[src/design/dprh_pkg.sv]
// Purpose: Shared constants for the debug power and reset handshake controller.
// Assumes: 50 MHz system clock; registers reached over a 32-bit APB slave port.
// Notes:   Domain index 0 is the debug domain, index 1 the system domain.
package dprh_pkg;

	// ==========================================================
	// Clock and timing
	// ==========================================================
	localparam int CLK_PERIOD_NS = 20;
	localparam int PWRUP_TIME_NS = 1000;
	localparam int PWRDN_TIME_NS = 400;
	localparam int DRESET_TIME_NS = 200;
	// Least times round up to whole cycles.
	localparam int PWRUP_CYCLES = (PWRUP_TIME_NS + CLK_PERIOD_NS - 1) / CLK_PERIOD_NS;
	localparam int PWRDN_CYCLES = (PWRDN_TIME_NS + CLK_PERIOD_NS - 1) / CLK_PERIOD_NS;
	localparam int DRESET_CYCLES = (DRESET_TIME_NS + CLK_PERIOD_NS - 1) / CLK_PERIOD_NS;

	// ==========================================================
	// Domains
	// ==========================================================
	localparam int DOM_DBG = 0;
	localparam int DOM_SYS = 1;
	localparam int NUM_DOMAINS = 2;

	// ==========================================================
	// Register map (byte offsets)
	// ==========================================================
	localparam logic [7:0] CTRL_OFFSET = 8'h00;
	localparam logic [7:0] STATUS_OFFSET = 8'h04;
	localparam logic [7:0] EVENT_OFFSET = 8'h08;

	// CTRL fields.
	localparam int CTRL_BYPASS_BIT = 0;
	localparam int CTRL_RST_EN_BIT = 1;
	localparam logic CTRL_BYPASS_RESET = 1'b0;
	localparam logic CTRL_RST_EN_RESET = 1'b1;

	// STATUS fields.
	localparam int ST_REQ_LSB = 0;
	localparam int ST_ACK_LSB = 2;
	localparam int ST_PWR_LSB = 4;
	localparam int ST_CLK_LSB = 6;
	localparam int ST_RREQ_BIT = 8;
	localparam int ST_RACK_BIT = 9;
	localparam int ST_DRST_BIT = 10;

	// EVENT fields, write one to clear.
	localparam int EV_ILLEGAL_BIT = 0;
	localparam int EV_EARLY_RST_BIT = 1;
	localparam int EV_EMUL_LSB = 2;

endpackage : dprh_pkg

[src/design/dprh_ctrl.sv]
// Purpose: Power/clock and reset controller answering the debug port's handshakes.
// Assumes: Request pins and other-source inputs are asynchronous to sys_clk_i.
// Notes:   Software sees and steers the controller through three APB registers.
//
// Chosen here: the address map and register access over APB.
`timescale 1ns/1ps

module dprh_ctrl #(
	parameter int PWRUP_CYCLES = dprh_pkg::PWRUP_CYCLES,
	parameter int PWRDN_CYCLES = dprh_pkg::PWRDN_CYCLES,
	parameter int DRESET_CYCLES = dprh_pkg::DRESET_CYCLES,
	parameter int CNT_W = 12
) (
	// Clock and reset
	input wire logic sys_clk_i,
	input wire logic rst_i,
	// Requests from the debug port, asynchronous
	input wire logic dbg_powerup_request_i,
	input wire logic sys_powerup_request_i,
	input wire logic dbg_reset_request_i,
	// Acknowledges to the debug port
	output logic dbg_powerup_ack_o,
	output logic sys_powerup_ack_o,
	output logic dbg_reset_ack_o,
	// Other power sources per domain, asynchronous
	input wire logic [1:0] other_keep_i,
	input wire logic [1:0] other_pd_req_i,
	output logic [1:0] other_pd_ack_o,
	// Domain power, clock and reset controls
	output logic [1:0] pwr_en_o,
	output logic [1:0] clk_en_o,
	output logic ap_reset_o,
	// APB slave
	input wire logic psel_i,
	input wire logic penable_i,
	input wire logic pwrite_i,
	input wire logic [7:0] paddr_i,
	input wire logic [31:0] pwdata_i,
	output logic [31:0] prdata_o,
	output logic pready_o,
	output logic pslverr_o
);

	// Counters compare against count minus one, so zero or oversized counts cannot work.
	if (PWRUP_CYCLES < 1 || PWRDN_CYCLES < 1 || DRESET_CYCLES < 1) begin : g_bad_count
		$error("dprh_ctrl: timing counts must be at least one");
	end
	if (PWRUP_CYCLES >= (1 << CNT_W) || PWRDN_CYCLES >= (1 << CNT_W)
		|| DRESET_CYCLES >= (1 << CNT_W)) begin : g_bad_width
		$error("dprh_ctrl: CNT_W too narrow for timing counts");
	end

	localparam logic [CNT_W-1:0] UP_LAST = CNT_W'(PWRUP_CYCLES - 1);
	localparam logic [CNT_W-1:0] DN_LAST = CNT_W'(PWRDN_CYCLES - 1);
	localparam logic [CNT_W-1:0] RS_LAST = CNT_W'(DRESET_CYCLES - 1);

	// ==========================================================
	// Input synchronisers
	// ==========================================================
	logic [6:0] sync_a;
	logic [6:0] sync_b;
	logic [1:0] req_s;
	logic rreq_s;
	logic [1:0] keep_s;
	logic [1:0] opd_s;

	always_ff @(posedge sys_clk_i) begin
		if (rst_i) begin
			sync_a <= 7'h00;
			sync_b <= 7'h00;
		end else begin
			sync_a <= {other_pd_req_i, other_keep_i, dbg_reset_request_i,
				sys_powerup_request_i, dbg_powerup_request_i};
			sync_b <= sync_a;
		end
	end

	assign req_s = sync_b[1:0];
	assign rreq_s = sync_b[2];
	assign keep_s = sync_b[4:3];
	assign opd_s = sync_b[6:5];

	// ==========================================================
	// Registers: control and event flags
	// ==========================================================
	logic bypass;
	logic rst_en;
	logic ev_illegal;
	logic ev_early_rst;
	logic [1:0] ev_emul;
	logic wr_stb;
	logic rd_stb;
	logic [1:0] emul_pulse;
	logic early_rst_pulse;

	// Writes land on the edge that completes the access, when pready_o is seen high.
	// Reads are captured one edge earlier so that the data stands with pready_o.
	assign wr_stb = psel_i & penable_i & pwrite_i & pready_o;
	assign rd_stb = psel_i & penable_i & ~pwrite_i & ~pready_o;

	always_ff @(posedge sys_clk_i) begin
		if (rst_i) begin
			bypass <= dprh_pkg::CTRL_BYPASS_RESET;
			rst_en <= dprh_pkg::CTRL_RST_EN_RESET;
		end else if (wr_stb && paddr_i == dprh_pkg::CTRL_OFFSET) begin
			bypass <= pwdata_i[dprh_pkg::CTRL_BYPASS_BIT];
			rst_en <= pwdata_i[dprh_pkg::CTRL_RST_EN_BIT];
		end
	end

	// Set wins over a write-one clear in the same cycle.
	always_ff @(posedge sys_clk_i) begin
		if (rst_i) begin
			ev_illegal <= 1'b0;
			ev_early_rst <= 1'b0;
			ev_emul <= 2'b00;
		end else begin
			if (wr_stb && paddr_i == dprh_pkg::EVENT_OFFSET) begin
				if (pwdata_i[dprh_pkg::EV_ILLEGAL_BIT])
					ev_illegal <= 1'b0;
				if (pwdata_i[dprh_pkg::EV_EARLY_RST_BIT])
					ev_early_rst <= 1'b0;
				ev_emul <= ev_emul & ~pwdata_i[dprh_pkg::EV_EMUL_LSB +: 2];
			end
			if (req_s[dprh_pkg::DOM_SYS] && !req_s[dprh_pkg::DOM_DBG])
				ev_illegal <= 1'b1;
			if (early_rst_pulse)
				ev_early_rst <= 1'b1;
			ev_emul <= (wr_stb && paddr_i == dprh_pkg::EVENT_OFFSET)
				? ((ev_emul & ~pwdata_i[dprh_pkg::EV_EMUL_LSB +: 2]) | emul_pulse)
				: (ev_emul | emul_pulse);
		end
	end

	// ==========================================================
	// Per-domain power handshake
	// ==========================================================
	typedef enum logic [1:0] {DPRH_PD_OFF, DPRH_PD_UP, DPRH_PD_ON, DPRH_PD_DOWN} dprh_pd_t;

	logic [1:0] ack;
	logic [1:0] pwr;
	logic [1:0] clk;
	logic [1:0] up_busy;

	genvar d;
	generate
		for (d = 0; d < dprh_pkg::NUM_DOMAINS; d++) begin : g_dom
			dprh_pd_t state;
			logic [CNT_W-1:0] cnt;
			logic opd_q;

			always_ff @(posedge sys_clk_i) begin
				if (rst_i) begin
					state <= DPRH_PD_OFF;
					cnt <= '0;
					ack[d] <= 1'b0;
					pwr[d] <= 1'b0;
					clk[d] <= 1'b0;
				end else if (bypass) begin
					// Ack follows the request directly; power and clock follow the request or another holder.
					state <= DPRH_PD_OFF;
					ack[d] <= req_s[d];
					pwr[d] <= req_s[d] | keep_s[d];
					clk[d] <= req_s[d] | keep_s[d];
				end else begin
					case (state)
						DPRH_PD_OFF: begin
							ack[d] <= 1'b0;
							pwr[d] <= keep_s[d];
							clk[d] <= keep_s[d];
							if (req_s[d]) begin
								cnt <= '0;
								if (pwr[d] && clk[d])
									state <= DPRH_PD_ON;
								else begin
									pwr[d] <= 1'b1;
									state <= DPRH_PD_UP;
								end
							end
						end
						DPRH_PD_UP: begin
							cnt <= cnt + 1'b1;
							if (cnt == UP_LAST) begin
								clk[d] <= 1'b1;
								state <= DPRH_PD_ON;
							end
						end
						DPRH_PD_ON: begin
							pwr[d] <= 1'b1;
							clk[d] <= 1'b1;
							ack[d] <= req_s[d];
							if (!req_s[d]) begin
								ack[d] <= 1'b0;
								cnt <= '0;
								state <= DPRH_PD_DOWN;
							end
						end
						DPRH_PD_DOWN: begin
							// Ack is already low; a new request is only served after OFF.
							ack[d] <= 1'b0;
							clk[d] <= keep_s[d];
							cnt <= cnt + 1'b1;
							if (cnt == DN_LAST) begin
								pwr[d] <= keep_s[d];
								state <= DPRH_PD_OFF;
							end
						end
						default: state <= DPRH_PD_OFF;
					endcase
				end
			end

			// Other sources always get their handshake; power stays while requested.
			always_ff @(posedge sys_clk_i) begin
				if (rst_i) begin
					other_pd_ack_o[d] <= 1'b0;
					opd_q <= 1'b0;
				end else begin
					other_pd_ack_o[d] <= opd_s[d];
					opd_q <= opd_s[d];
				end
			end

			assign emul_pulse[d] = opd_s[d] & ~opd_q & req_s[d];
			assign up_busy[d] = (state == DPRH_PD_UP);
		end
	endgenerate

	// Powering off is only allowed when no request and no other source holds it.
	always_ff @(posedge sys_clk_i) begin
		if (rst_i) begin
			pwr_en_o <= 2'b00;
			clk_en_o <= 2'b00;
			dbg_powerup_ack_o <= 1'b0;
			sys_powerup_ack_o <= 1'b0;
		end else begin
			pwr_en_o <= pwr & ~(opd_s & ~req_s & ~keep_s & ~ack);
			clk_en_o <= clk & ~(opd_s & ~req_s & ~keep_s & ~ack);
			dbg_powerup_ack_o <= ack[dprh_pkg::DOM_DBG];
			sys_powerup_ack_o <= ack[dprh_pkg::DOM_SYS];
		end
	end

	// ==========================================================
	// Debug domain reset handshake
	// ==========================================================
	typedef enum logic [1:0] {DPRH_RS_IDLE, DPRH_RS_HOLD, DPRH_RS_ACK} dprh_rs_t;

	dprh_rs_t rs_state;
	logic [CNT_W-1:0] rs_cnt;
	logic rs_reset;

	assign early_rst_pulse = (rs_state == DPRH_RS_HOLD) & ~rreq_s;

	always_ff @(posedge sys_clk_i) begin
		if (rst_i) begin
			rs_state <= DPRH_RS_IDLE;
			rs_cnt <= '0;
			rs_reset <= 1'b0;
			dbg_reset_ack_o <= 1'b0;
		end else begin
			case (rs_state)
				DPRH_RS_IDLE: begin
					dbg_reset_ack_o <= 1'b0;
					if (rreq_s && rst_en) begin
						rs_cnt <= '0;
						// A domain that is off when asked is not reset.
						rs_reset <= pwr[dprh_pkg::DOM_DBG];
						rs_state <= DPRH_RS_HOLD;
					end
				end
				DPRH_RS_HOLD: begin
					rs_cnt <= rs_cnt + 1'b1;
					if (rs_cnt == RS_LAST) begin
						rs_reset <= 1'b0;
						dbg_reset_ack_o <= 1'b1;
						rs_state <= DPRH_RS_ACK;
					end
				end
				DPRH_RS_ACK: begin
					if (!rreq_s) begin
						dbg_reset_ack_o <= 1'b0;
						rs_state <= DPRH_RS_IDLE;
					end
				end
				default: rs_state <= DPRH_RS_IDLE;
			endcase
		end
	end

	// Only access-port logic is reset; the debug port's own registers are not wired here.
	logic dbg_pwr_q;

	always_ff @(posedge sys_clk_i) begin
		if (rst_i) begin
			ap_reset_o <= 1'b1;
			dbg_pwr_q <= 1'b0;
		end else begin
			// A power rise in bypass or from another holder skips the countdown.
			// The edge term still resets the access port for that case.
			ap_reset_o <= rs_reset | up_busy[dprh_pkg::DOM_DBG]
				| (pwr[dprh_pkg::DOM_DBG] & ~dbg_pwr_q);
			dbg_pwr_q <= pwr[dprh_pkg::DOM_DBG];
		end
	end

	// ==========================================================
	// APB read path
	// ==========================================================
	logic [31:0] rdata;
	logic hit;

	always_comb begin
		rdata = 32'h0000_0000;
		hit = 1'b1;
		case (paddr_i)
			dprh_pkg::CTRL_OFFSET: begin
				rdata[dprh_pkg::CTRL_BYPASS_BIT] = bypass;
				rdata[dprh_pkg::CTRL_RST_EN_BIT] = rst_en;
			end
			dprh_pkg::STATUS_OFFSET: begin
				rdata[dprh_pkg::ST_REQ_LSB +: 2] = req_s;
				rdata[dprh_pkg::ST_ACK_LSB +: 2] = ack;
				rdata[dprh_pkg::ST_PWR_LSB +: 2] = pwr;
				rdata[dprh_pkg::ST_CLK_LSB +: 2] = clk;
				rdata[dprh_pkg::ST_RREQ_BIT] = rreq_s;
				rdata[dprh_pkg::ST_RACK_BIT] = dbg_reset_ack_o;
				rdata[dprh_pkg::ST_DRST_BIT] = ap_reset_o;
			end
			dprh_pkg::EVENT_OFFSET: begin
				rdata[dprh_pkg::EV_ILLEGAL_BIT] = ev_illegal;
				rdata[dprh_pkg::EV_EARLY_RST_BIT] = ev_early_rst;
				rdata[dprh_pkg::EV_EMUL_LSB +: 2] = ev_emul;
			end
			default: hit = 1'b0;
		endcase
	end

	// One wait state: pready rises in the second access cycle, from a flop.
	always_ff @(posedge sys_clk_i) begin
		if (rst_i) begin
			pready_o <= 1'b0;
			pslverr_o <= 1'b0;
			prdata_o <= 32'h0000_0000;
		end else begin
			pready_o <= psel_i & penable_i & ~pready_o;
			pslverr_o <= psel_i & penable_i & ~pready_o & ~hit;
			if (rd_stb)
				prdata_o <= rdata;
		end
	end

endmodule : dprh_ctrl

[config.mk]
export PLATFORM = sky130hd
export DESIGN_NAME = dprh_ctrl
export DESIGN_NICKNAME = d
export VERILOG_FILES = /design/src/design/dprh_pkg.sv /design/src/design/dprh_ctrl.sv
export SDC_FILE = /design/constraint.sdc
export NUM_CORES = 1
export LEC_CHECK = 0
export BUFFER_PORTS_ARGS = -buffer_cell sky130_fd_sc_hd__buf_2
export CAP_MARGIN = 10
export CORE_MARGIN = 5
export CORE_UTILIZATION = 50
export CTS_CLUSTER_DIAMETER = 150
export DETAILED_ROUTE_END_ITERATION = 8
export GPL_TIMING_DRIVEN = 0
export MAX_ROUTING_LAYER = met4
export PLACE_DENSITY = 0.75
export SLEW_MARGIN = 25
export SYNTH_ARGS = -nofsm -noshare
export SYNTH_HDL_FRONTEND = slang
export SYNTH_SLANG_ARGS = --single-unit
[constraint.sdc]
create_clock -name sys_clk_i -period 5.8 [get_ports sys_clk_i]
set_clock_uncertainty 0.2 [all_clocks]
set_input_delay 0.87 -clock sys_clk_i [delete_from_list [all_inputs] [get_ports sys_clk_i]]
set_output_delay 0.87 -clock sys_clk_i [all_outputs]
set_load 0.05 [all_outputs]
==> implementation parameters, run 1 <==
Parameter                              Value

Detailed routing
  Antenna-violating nets left    0
  Vias per inst    5.54
  Number of vias after detailed routing    3,833
  Initial DRC count    204
  Avg WL per Cell    14.6 µm
  Number of remaining DRC errors    0
  Total Wirelength    10,100 µm
  First-pass DRT Iterations    4

Min path
  Depth of the worst hold-timing path    1
  Class of the tightest hold or removal check    register to register

Floorplanning
  Die outline height    104 µm
  Total number of placement rows    34
  Die area    0.0108 mm²
  Initial Util    50.9%
  # IOs    96
  Area of the core region    0.00868 mm²
  Die width    104 µm

Timing
  Timing-limited maximum frequency    362 MHz
  Max-slew violations    0
  Worst rel slew slack    32.3%
  Final number of hold-violating endpoints    0
  RSZ-0062 raised after global routing    false
  Minimum hold slack    0.239 ns
  Final setup fails    0
  Least-Margin Pin Slew    1.01 ns
  Total Neg Setup Slack    0 ns
  Min setup slack post-route    3.03 ns
  Final period demand of the worst path    2.77 ns
  Share of the clock period used by the worst path after layout    47.7%

Global route
  Largest net degree at the start of global routing    15
  Global-route usage over all layers    19.1%
  Remaining Overflow, GRT    0
  Number of antenna violations at the first check in global routing    0
  First-pass GRT wire length    17,000 µm
  Number of global-route vias before repair    3,679

Clocking
  CTS tree    yes
  Number of hold buffers added after CTS    0
  Clk slew on worst S/H paths    0.08 ns
  Setup Buffers After CTS    0
  Clock Sinks    93
  Cell chosen for the clock root    sky130_fd_sc_hd__clkbuf_8
  Level count of the clock H-tree    3
  Clock latency of the later-clocked register in the worst-skew pair    0.36 ns
  CTS buffer count    9
  Cts repair resizes    0
  Max Buffers Root-to-Sink    2

Setup path
  Slowest cell delay on critical path    0.88 ns
  Worst Path Required    5.90 ns
  Kind of start point of the critical path    input pin
  WS Path Type    input pin to register
  Cell breakdown of the critical path    buf_2 -> or4_1 -> clkbuf_1 -> nor4b_2 -> a22oi_1 -> nand2_1
  Number of cells on the worst reg-to-reg path    7
  Critical path arrival    2.86 ns
  Critical-path cell with the highest stage delay    sky130_fd_sc_hd__nor4b_2
  Crit end category    register
  Peak fanout along the critical path    9

Cells and area
  Fin nets    647
  Utilization after layout    58.5%
  Most frequent standard cell in the layout excluding fill and tap cells    sky130_fd_sc_hd__dfxtp_1
  Antenna diode count    0
  Commonest cells after routing, fill and taps aside    93 x sky130_fd_sc_hd__dfxtp_1, 46 x sky130_fd_sc_hd__buf_2, 43 x sky130_fd_sc_hd__nor2_1
  Fraction of layout cells with a size suffix above 1    17.1%
  Layout overhead on the synthesized area    14.8%

Yosys
  Unique masters post-synth    57
  Fraction of synthesized cell area in xor and xnor cells    1.59%
  Number of enable flip-flop cells after synthesis    0
  Post-synthesis share of cell area spent on and, or, nand and nor gates    24.6%
  Synth Area in Compound Gates    15.9%
  Share of synthesized area occupied by flip-flops and latches    42.1%
  Yosys warns    0
  Number of storage elements in the synthesis netlist    93
  Flip-flop cell with the highest count after synthesis    sky130_fd_sc_hd__dfxtp_1
  Combinational family with the most area after synthesis    simple AND/OR/NAND/NOR gates
  Async set-or-reset flop fraction in the synthesized netlist    0%
  Synthesized instance count    505
  Cell area after synthesis    0.00442 mm²
  Share of synthesized cell area in full adder, half adder and majority cells    3.96%
  Post-Syn Area per Cell    8.75 µm²
  Multiplexer share of the synthesized area    3.62%

Placement
  Detailed placer's ending HPWL    7420 µm
  Setup WS pre-CTS    2.69 ns
  Input/output buffers    45
  Final GP Congestion    0.879

Power
  Worst vdd rail ir drop    182 µV
  Static power due to leakage    1.99 nW
  Total power per unit cell area    294 mW/mm²

Job
  Max_cap viols    0

Run status
  Status    complete, no violations
-- power breakdown --
part | internal, mW | switching, mW
logic | 0.108 | 0.194
clock network | 0.263 | 0.219
registers | 0.675 | 0.0333
total | 1.05 | 0.446
-- stage by stage --
stage / total power, mW / std cells / area, µm²
final: 1.49 / 692 / 5070
after global routing: 1.56 / 692 / 5070
after CTS: 1.50 / 692 / 5070
after detailed placement: 1.02 / 678 / 4850
after global placement: 1.01 / 678 / 4850
after floorplan: 0.954 / 525 / 4490
-- routing by layer --
| metal | part of all wire [%] | GRT usage (%) | wire (µm) | vias up |
|---|---|---|---|---|
| li1 | - | - | - | 1918 |
| met1 | 47 | 25.1 | 4690 | 1768 |
| met2 | 44 | 28.1 | 4420 | 124 |
| met3 | 7.6 | 4.97 | 762 | 23 |
| met4 | 2.0 | 7.68 | 202 | 0 |
| met5 | 0 | - | 0 | - |
-- sequential cells by signal, indices dropped and copies added (netlist names), 2 cells and up --
| register | cells |
|---|---|
| pwr | 2 |
| ack | 2 |
| sync_b | 7 |
| pwr_en_o | 2 |
| g_dom.state | 4 |
| clk_en_o | 2 |
| g_dom.cnt | 24 |
| ev_emul | 2 |
| sync_a | 7 |
| g_dom.opd_q | 2 |
| clk | 2 |
| prdata_o | 11 |
| rs_cnt | 12 |
| rs_state | 2 |
-- path summary, 6_finish.rpt --
check,start,endpoint,slack [ns]
setup reg to reg,g_dom[0].state[0],g_dom[0].cnt[10],3.23
hold / removal,sync_a[4],sync_b[4],0.24
hold reg to reg,sync_a[4],sync_b[4],0.24
setup / recovery,paddr_i[1],prdata_o[2],3.03
-- layout make-up --
| class | instances | area, µm² |
|---|---|---|
| flip-flops and latches | 93 | 1860 |
| multi-input cells | 364 | 2270 |
| repair buffers | 45 | 225 |
| fillers | 803 | 3600 |
| well taps | 108 | 135 |
| plain buffers | 44 | 268 |
| clock inverters | 3 | 68.8 |
| clock buffers | 11 | 151 |
| inverters | 24 | 90.1 |
-- cells in the mapped netlist (6+ instances only) --
cell type | count | area share (%)
sky130_fd_sc_hd__o21ai_0 | 19 | 2.2
sky130_fd_sc_hd__nand2_1 | 31 | 2.6
sky130_fd_sc_hd__inv_1 | 23 | 2.0
sky130_fd_sc_hd__a22oi_1 | 13 | 2.2
sky130_fd_sc_hd__nand2b_1 | 7 | 0.99
sky130_fd_sc_hd__a31oi_1 | 6 | 0.85
sky130_fd_sc_hd__nand4_1 | 6 | 0.85
sky130_fd_sc_hd__o311ai_0 | 6 | 1.2
sky130_fd_sc_hd__nand3_1 | 22 | 2.5
sky130_fd_sc_hd__nor2_1 | 43 | 3.7
sky130_fd_sc_hd__buf_4 | 25 | 4.2
sky130_fd_sc_hd__mux2i_1 | 10 | 2.3
sky130_fd_sc_hd__dfxtp_1 | 93 | 42
sky130_fd_sc_hd__o31ai_1 | 11 | 1.9
sky130_fd_sc_hd__nor4_1 | 7 | 0.99
sky130_fd_sc_hd__and2_1 | 10 | 1.4
sky130_fd_sc_hd__or3_1 | 6 | 0.85
sky130_fd_sc_hd__nor3_1 | 13 | 1.5
sky130_fd_sc_hd__ha_1 | 14 | 4.0
sky130_fd_sc_hd__clkbuf_1 | 13 | 1.1
sky130_fd_sc_hd__a21oi_1 | 28 | 3.2
sky130_fd_sc_hd__or4_1 | 12 | 2.0
sky130_fd_sc_hd__nor2b_1 | 20 | 2.8
-- critical path, delay by kind of cell --
kind	cells	cell delay, ns
and+or+nand+nor	3	1.51
buffers and inverters	2	0.26
AOI/OAI and AO/OA	1	0.22
-- kinds of logic (layout without fill, tap and decap cells) --
family          after synthesis  in the layout
compound gates              106            106
xor+xnor                      8              8
fa+ha+maj                    14             14
buf+inv                      68            127
flops                        93             93
mux                          15             15
other cells                   1             21
simple gates                200            200
(Power assumes the default switching activity.)
==> run 2, diff against run 1 <==
- clock period: 5.8 -> 2.6 ns (I/O delays scaled with it)
==> run 2 against run 1 <==
Net effect:
- final cell count is 0.14% lower
- critical path type is now register to register
- global-route usage did not move
- die area unchanged
- sequential power is 120% higher
- clock power grew 120%
- highest routed layer unchanged
- flip-flop and latch count did not move
- sequential share of layout area barely moved
- combinational power increased by 130%
- clock-buffer cell count is the same
- non-clock buffer count decreased by 1
==> implementation parameters, run 2 (synthesis results as in run 1) <==
Parameter                              Value

Detailed routing
  Total Wirelength    10,100 µm
  Vias per inst    5.53
  Initial DRC count    206
  Number of remaining DRC errors    0
  Number of vias after detailed routing    3,820
  Avg WL per Cell    14.6 µm
  Antenna-violating nets left    0
  First-pass DRT Iterations    5

Cells and area
  Fraction of layout cells with a size suffix above 1    18.0%
  Layout Cells excl Fill    691
  Largest register FFs    24
  Largest registers    g_dom.cnt (24), rs_cnt (12), prdata_o (11)
  Most frequent standard cell in the layout excluding fill and tap cells    sky130_fd_sc_hd__dfxtp_1
  Commonest cells after routing, fill and taps aside    91 x sky130_fd_sc_hd__dfxtp_1, 46 x sky130_fd_sc_hd__buf_2, 43 x sky130_fd_sc_hd__nor2_1
  Fin nets    646
  Utilization after layout    58.6%
  Antenna diode count    0
  Layout overhead on the synthesized area    15.0%
  Register with the most flip-flops    g_dom.cnt

Setup path
  Critical path arrival    2.55 ns
  Top cell family by delay on the critical path    simple AND/OR/NAND/NOR gates
  Peak fanout along the critical path    8
  Crit end category    register
  Slowest cell delay on critical path    0.47 ns
  Worst path buffer plus inverter count    2
  Kind of start point of the critical path    register
  CP dominant cell by count    sky130_fd_sc_hd__or4_1
  Critical-path cell with the highest stage delay    sky130_fd_sc_hd__or4_1
  Cell breakdown of the critical path    inv_1 -> ha_2 -> mux2_4 -> or4_1 -> buf_2 -> or4_1 -> a21oi_1
  Worst Path Required    2.69 ns
  WS Path Type    register to register

Placement
  Placed Instances    678
  Input/output buffers    45
  Detailed placer's ending HPWL    7420 µm
  Final GP Congestion    0.879
  Setup WS pre-CTS    -0.0252 ns

Power
  Total power per unit cell area    657 mW/mm²
  Worst vdd rail ir drop    396 µV
  Proportion of power drawn by flip-flops and latches    47.4%
  Relative contribution of the clock network to total power    32.2%
  Logic gate share of total power    20.4%
  Switching power    998 µW
  Static power due to leakage    1.99 nW
  Internal power    2.34 mW
  Switching part of the total    29.9%

Floorplanning
  Die outline height    104 µm
  Total number of placement rows    34
  Die area    0.0108 mm²
  Initial Util    50.9%
  Die width    104 µm
  Area of the core region    0.00868 mm²
  # IOs    96

Global route
  Remaining Overflow, GRT    0
  Number of antenna violations at the first check in global routing    0
  Number of global-route vias before repair    3,679
  Largest net degree at the start of global routing    15
  First-pass GRT wire length    17,000 µm
  Global-route usage over all layers    19.1%

Timing
  Worst rel slew slack    31.2%
  Final number of hold-violating endpoints    0
  Max-slew violations    0
  RSZ-0062 raised after global routing    false
  Least-Margin Pin Slew    1.03 ns
  Share of the clock period used by the worst path after layout    94.6%
  Final setup fails    0
  Final period demand of the worst path    2.46 ns
  Timing-limited maximum frequency    407 MHz
  Min setup slack post-route    0.140 ns
  Minimum hold slack    0.0400 ns

Job
  Max_cap viols    0

Clocking
  Clock latency of the later-clocked register in the worst-skew pair    0.36 ns
  Cell chosen for the clock root    sky130_fd_sc_hd__clkbuf_8
  Clk slew on worst S/H paths    0.08 ns
  Level count of the clock H-tree    3
  CTS buffer count    9
  Number of hold buffers added after CTS    0
  Max Buffers Root-to-Sink    2
  Clock Sinks    93
  CTS tree    yes

Run status
  Status    complete, no violations

Min path
  Class of the tightest hold or removal check    input pin to register
==> run 2: path summary, 6_finish.rpt <==
| check | slack (ns) | startpoint | endpoint | cells past startpoint |
|---|---|---|---|---|
| worst min register to register | 0.24 | sync_a[4] | sync_b[4] | 1 |
| worst max-delay path | 0.14 | g_dom[0].state[0] | g_dom[0].cnt[10] | 7 |
| worst min-delay path | 0.04 | other_keep_i[1] | sync_a[4] | 2 |
| worst max register to register | 0.14 | g_dom[0].state[0] | g_dom[0].cnt[10] | 7 |
==> run 2: final cells by class <==
| type | instances | area [µm²] |
|---|---|---|
| multi-input cells | 364 | 2280 |
| clock buffers | 11 | 151 |
| repair buffers | 45 | 225 |
| plain buffers | 43 | 264 |
| well taps | 108 | 135 |
| inverters | 24 | 90.1 |
| fillers | 799 | 3600 |
| clock inverters | 3 | 68.8 |
| flip-flops and latches | 93 | 1860 |
==> run 2: through the flow <==
| stage | TNS (ns) | power [mW] | instance area (µm²) |
|---|---|---|---|
| after global placement | 0 | 2.26 | 4850 |
| after global routing | 0 | 3.50 | 5080 |
| after detailed placement | -0.0252 | 2.28 | 4850 |
| after floorplan | 0 | 2.13 | 4490 |
| final | 0 | 3.34 | 5080 |
| after CTS | 0 | 3.34 | 5070 |
==> run 2: what timing repair did <==
action,CTS,global route
setup endpoints to repair,0,3
setup buffers,0,0
resized for setup,0,5
==> run 2: power groups by stage <==
stage / logic (mW) / registers [mW] / clock network [mW]
2_1_floorplan: 0.476 / 1.65 / 0
3_3_place_gp: 0.652 / 1.61 / 0
3_5_place_dp: 0.666 / 1.61 / 0
4_1_cts: 0.671 / 1.58 / 1.09
5_1_grt: 0.745 / 1.60 / 1.16
6_report: 0.681 / 1.58 / 1.07
==> run 2: routing by layer <==
| metal | routed length [µm] | vias to the layer above | track usage, % |
|---|---|---|---|
| met2 | 4460 | 128 | 28.1 |
| met4 | 197 | 0 | 7.68 |
| met1 | 4640 | 1760 | 25.1 |
| li1 | - | 1911 | - |
| met3 | 787 | 21 | 4.97 |
| met5 | 0 | - | - |
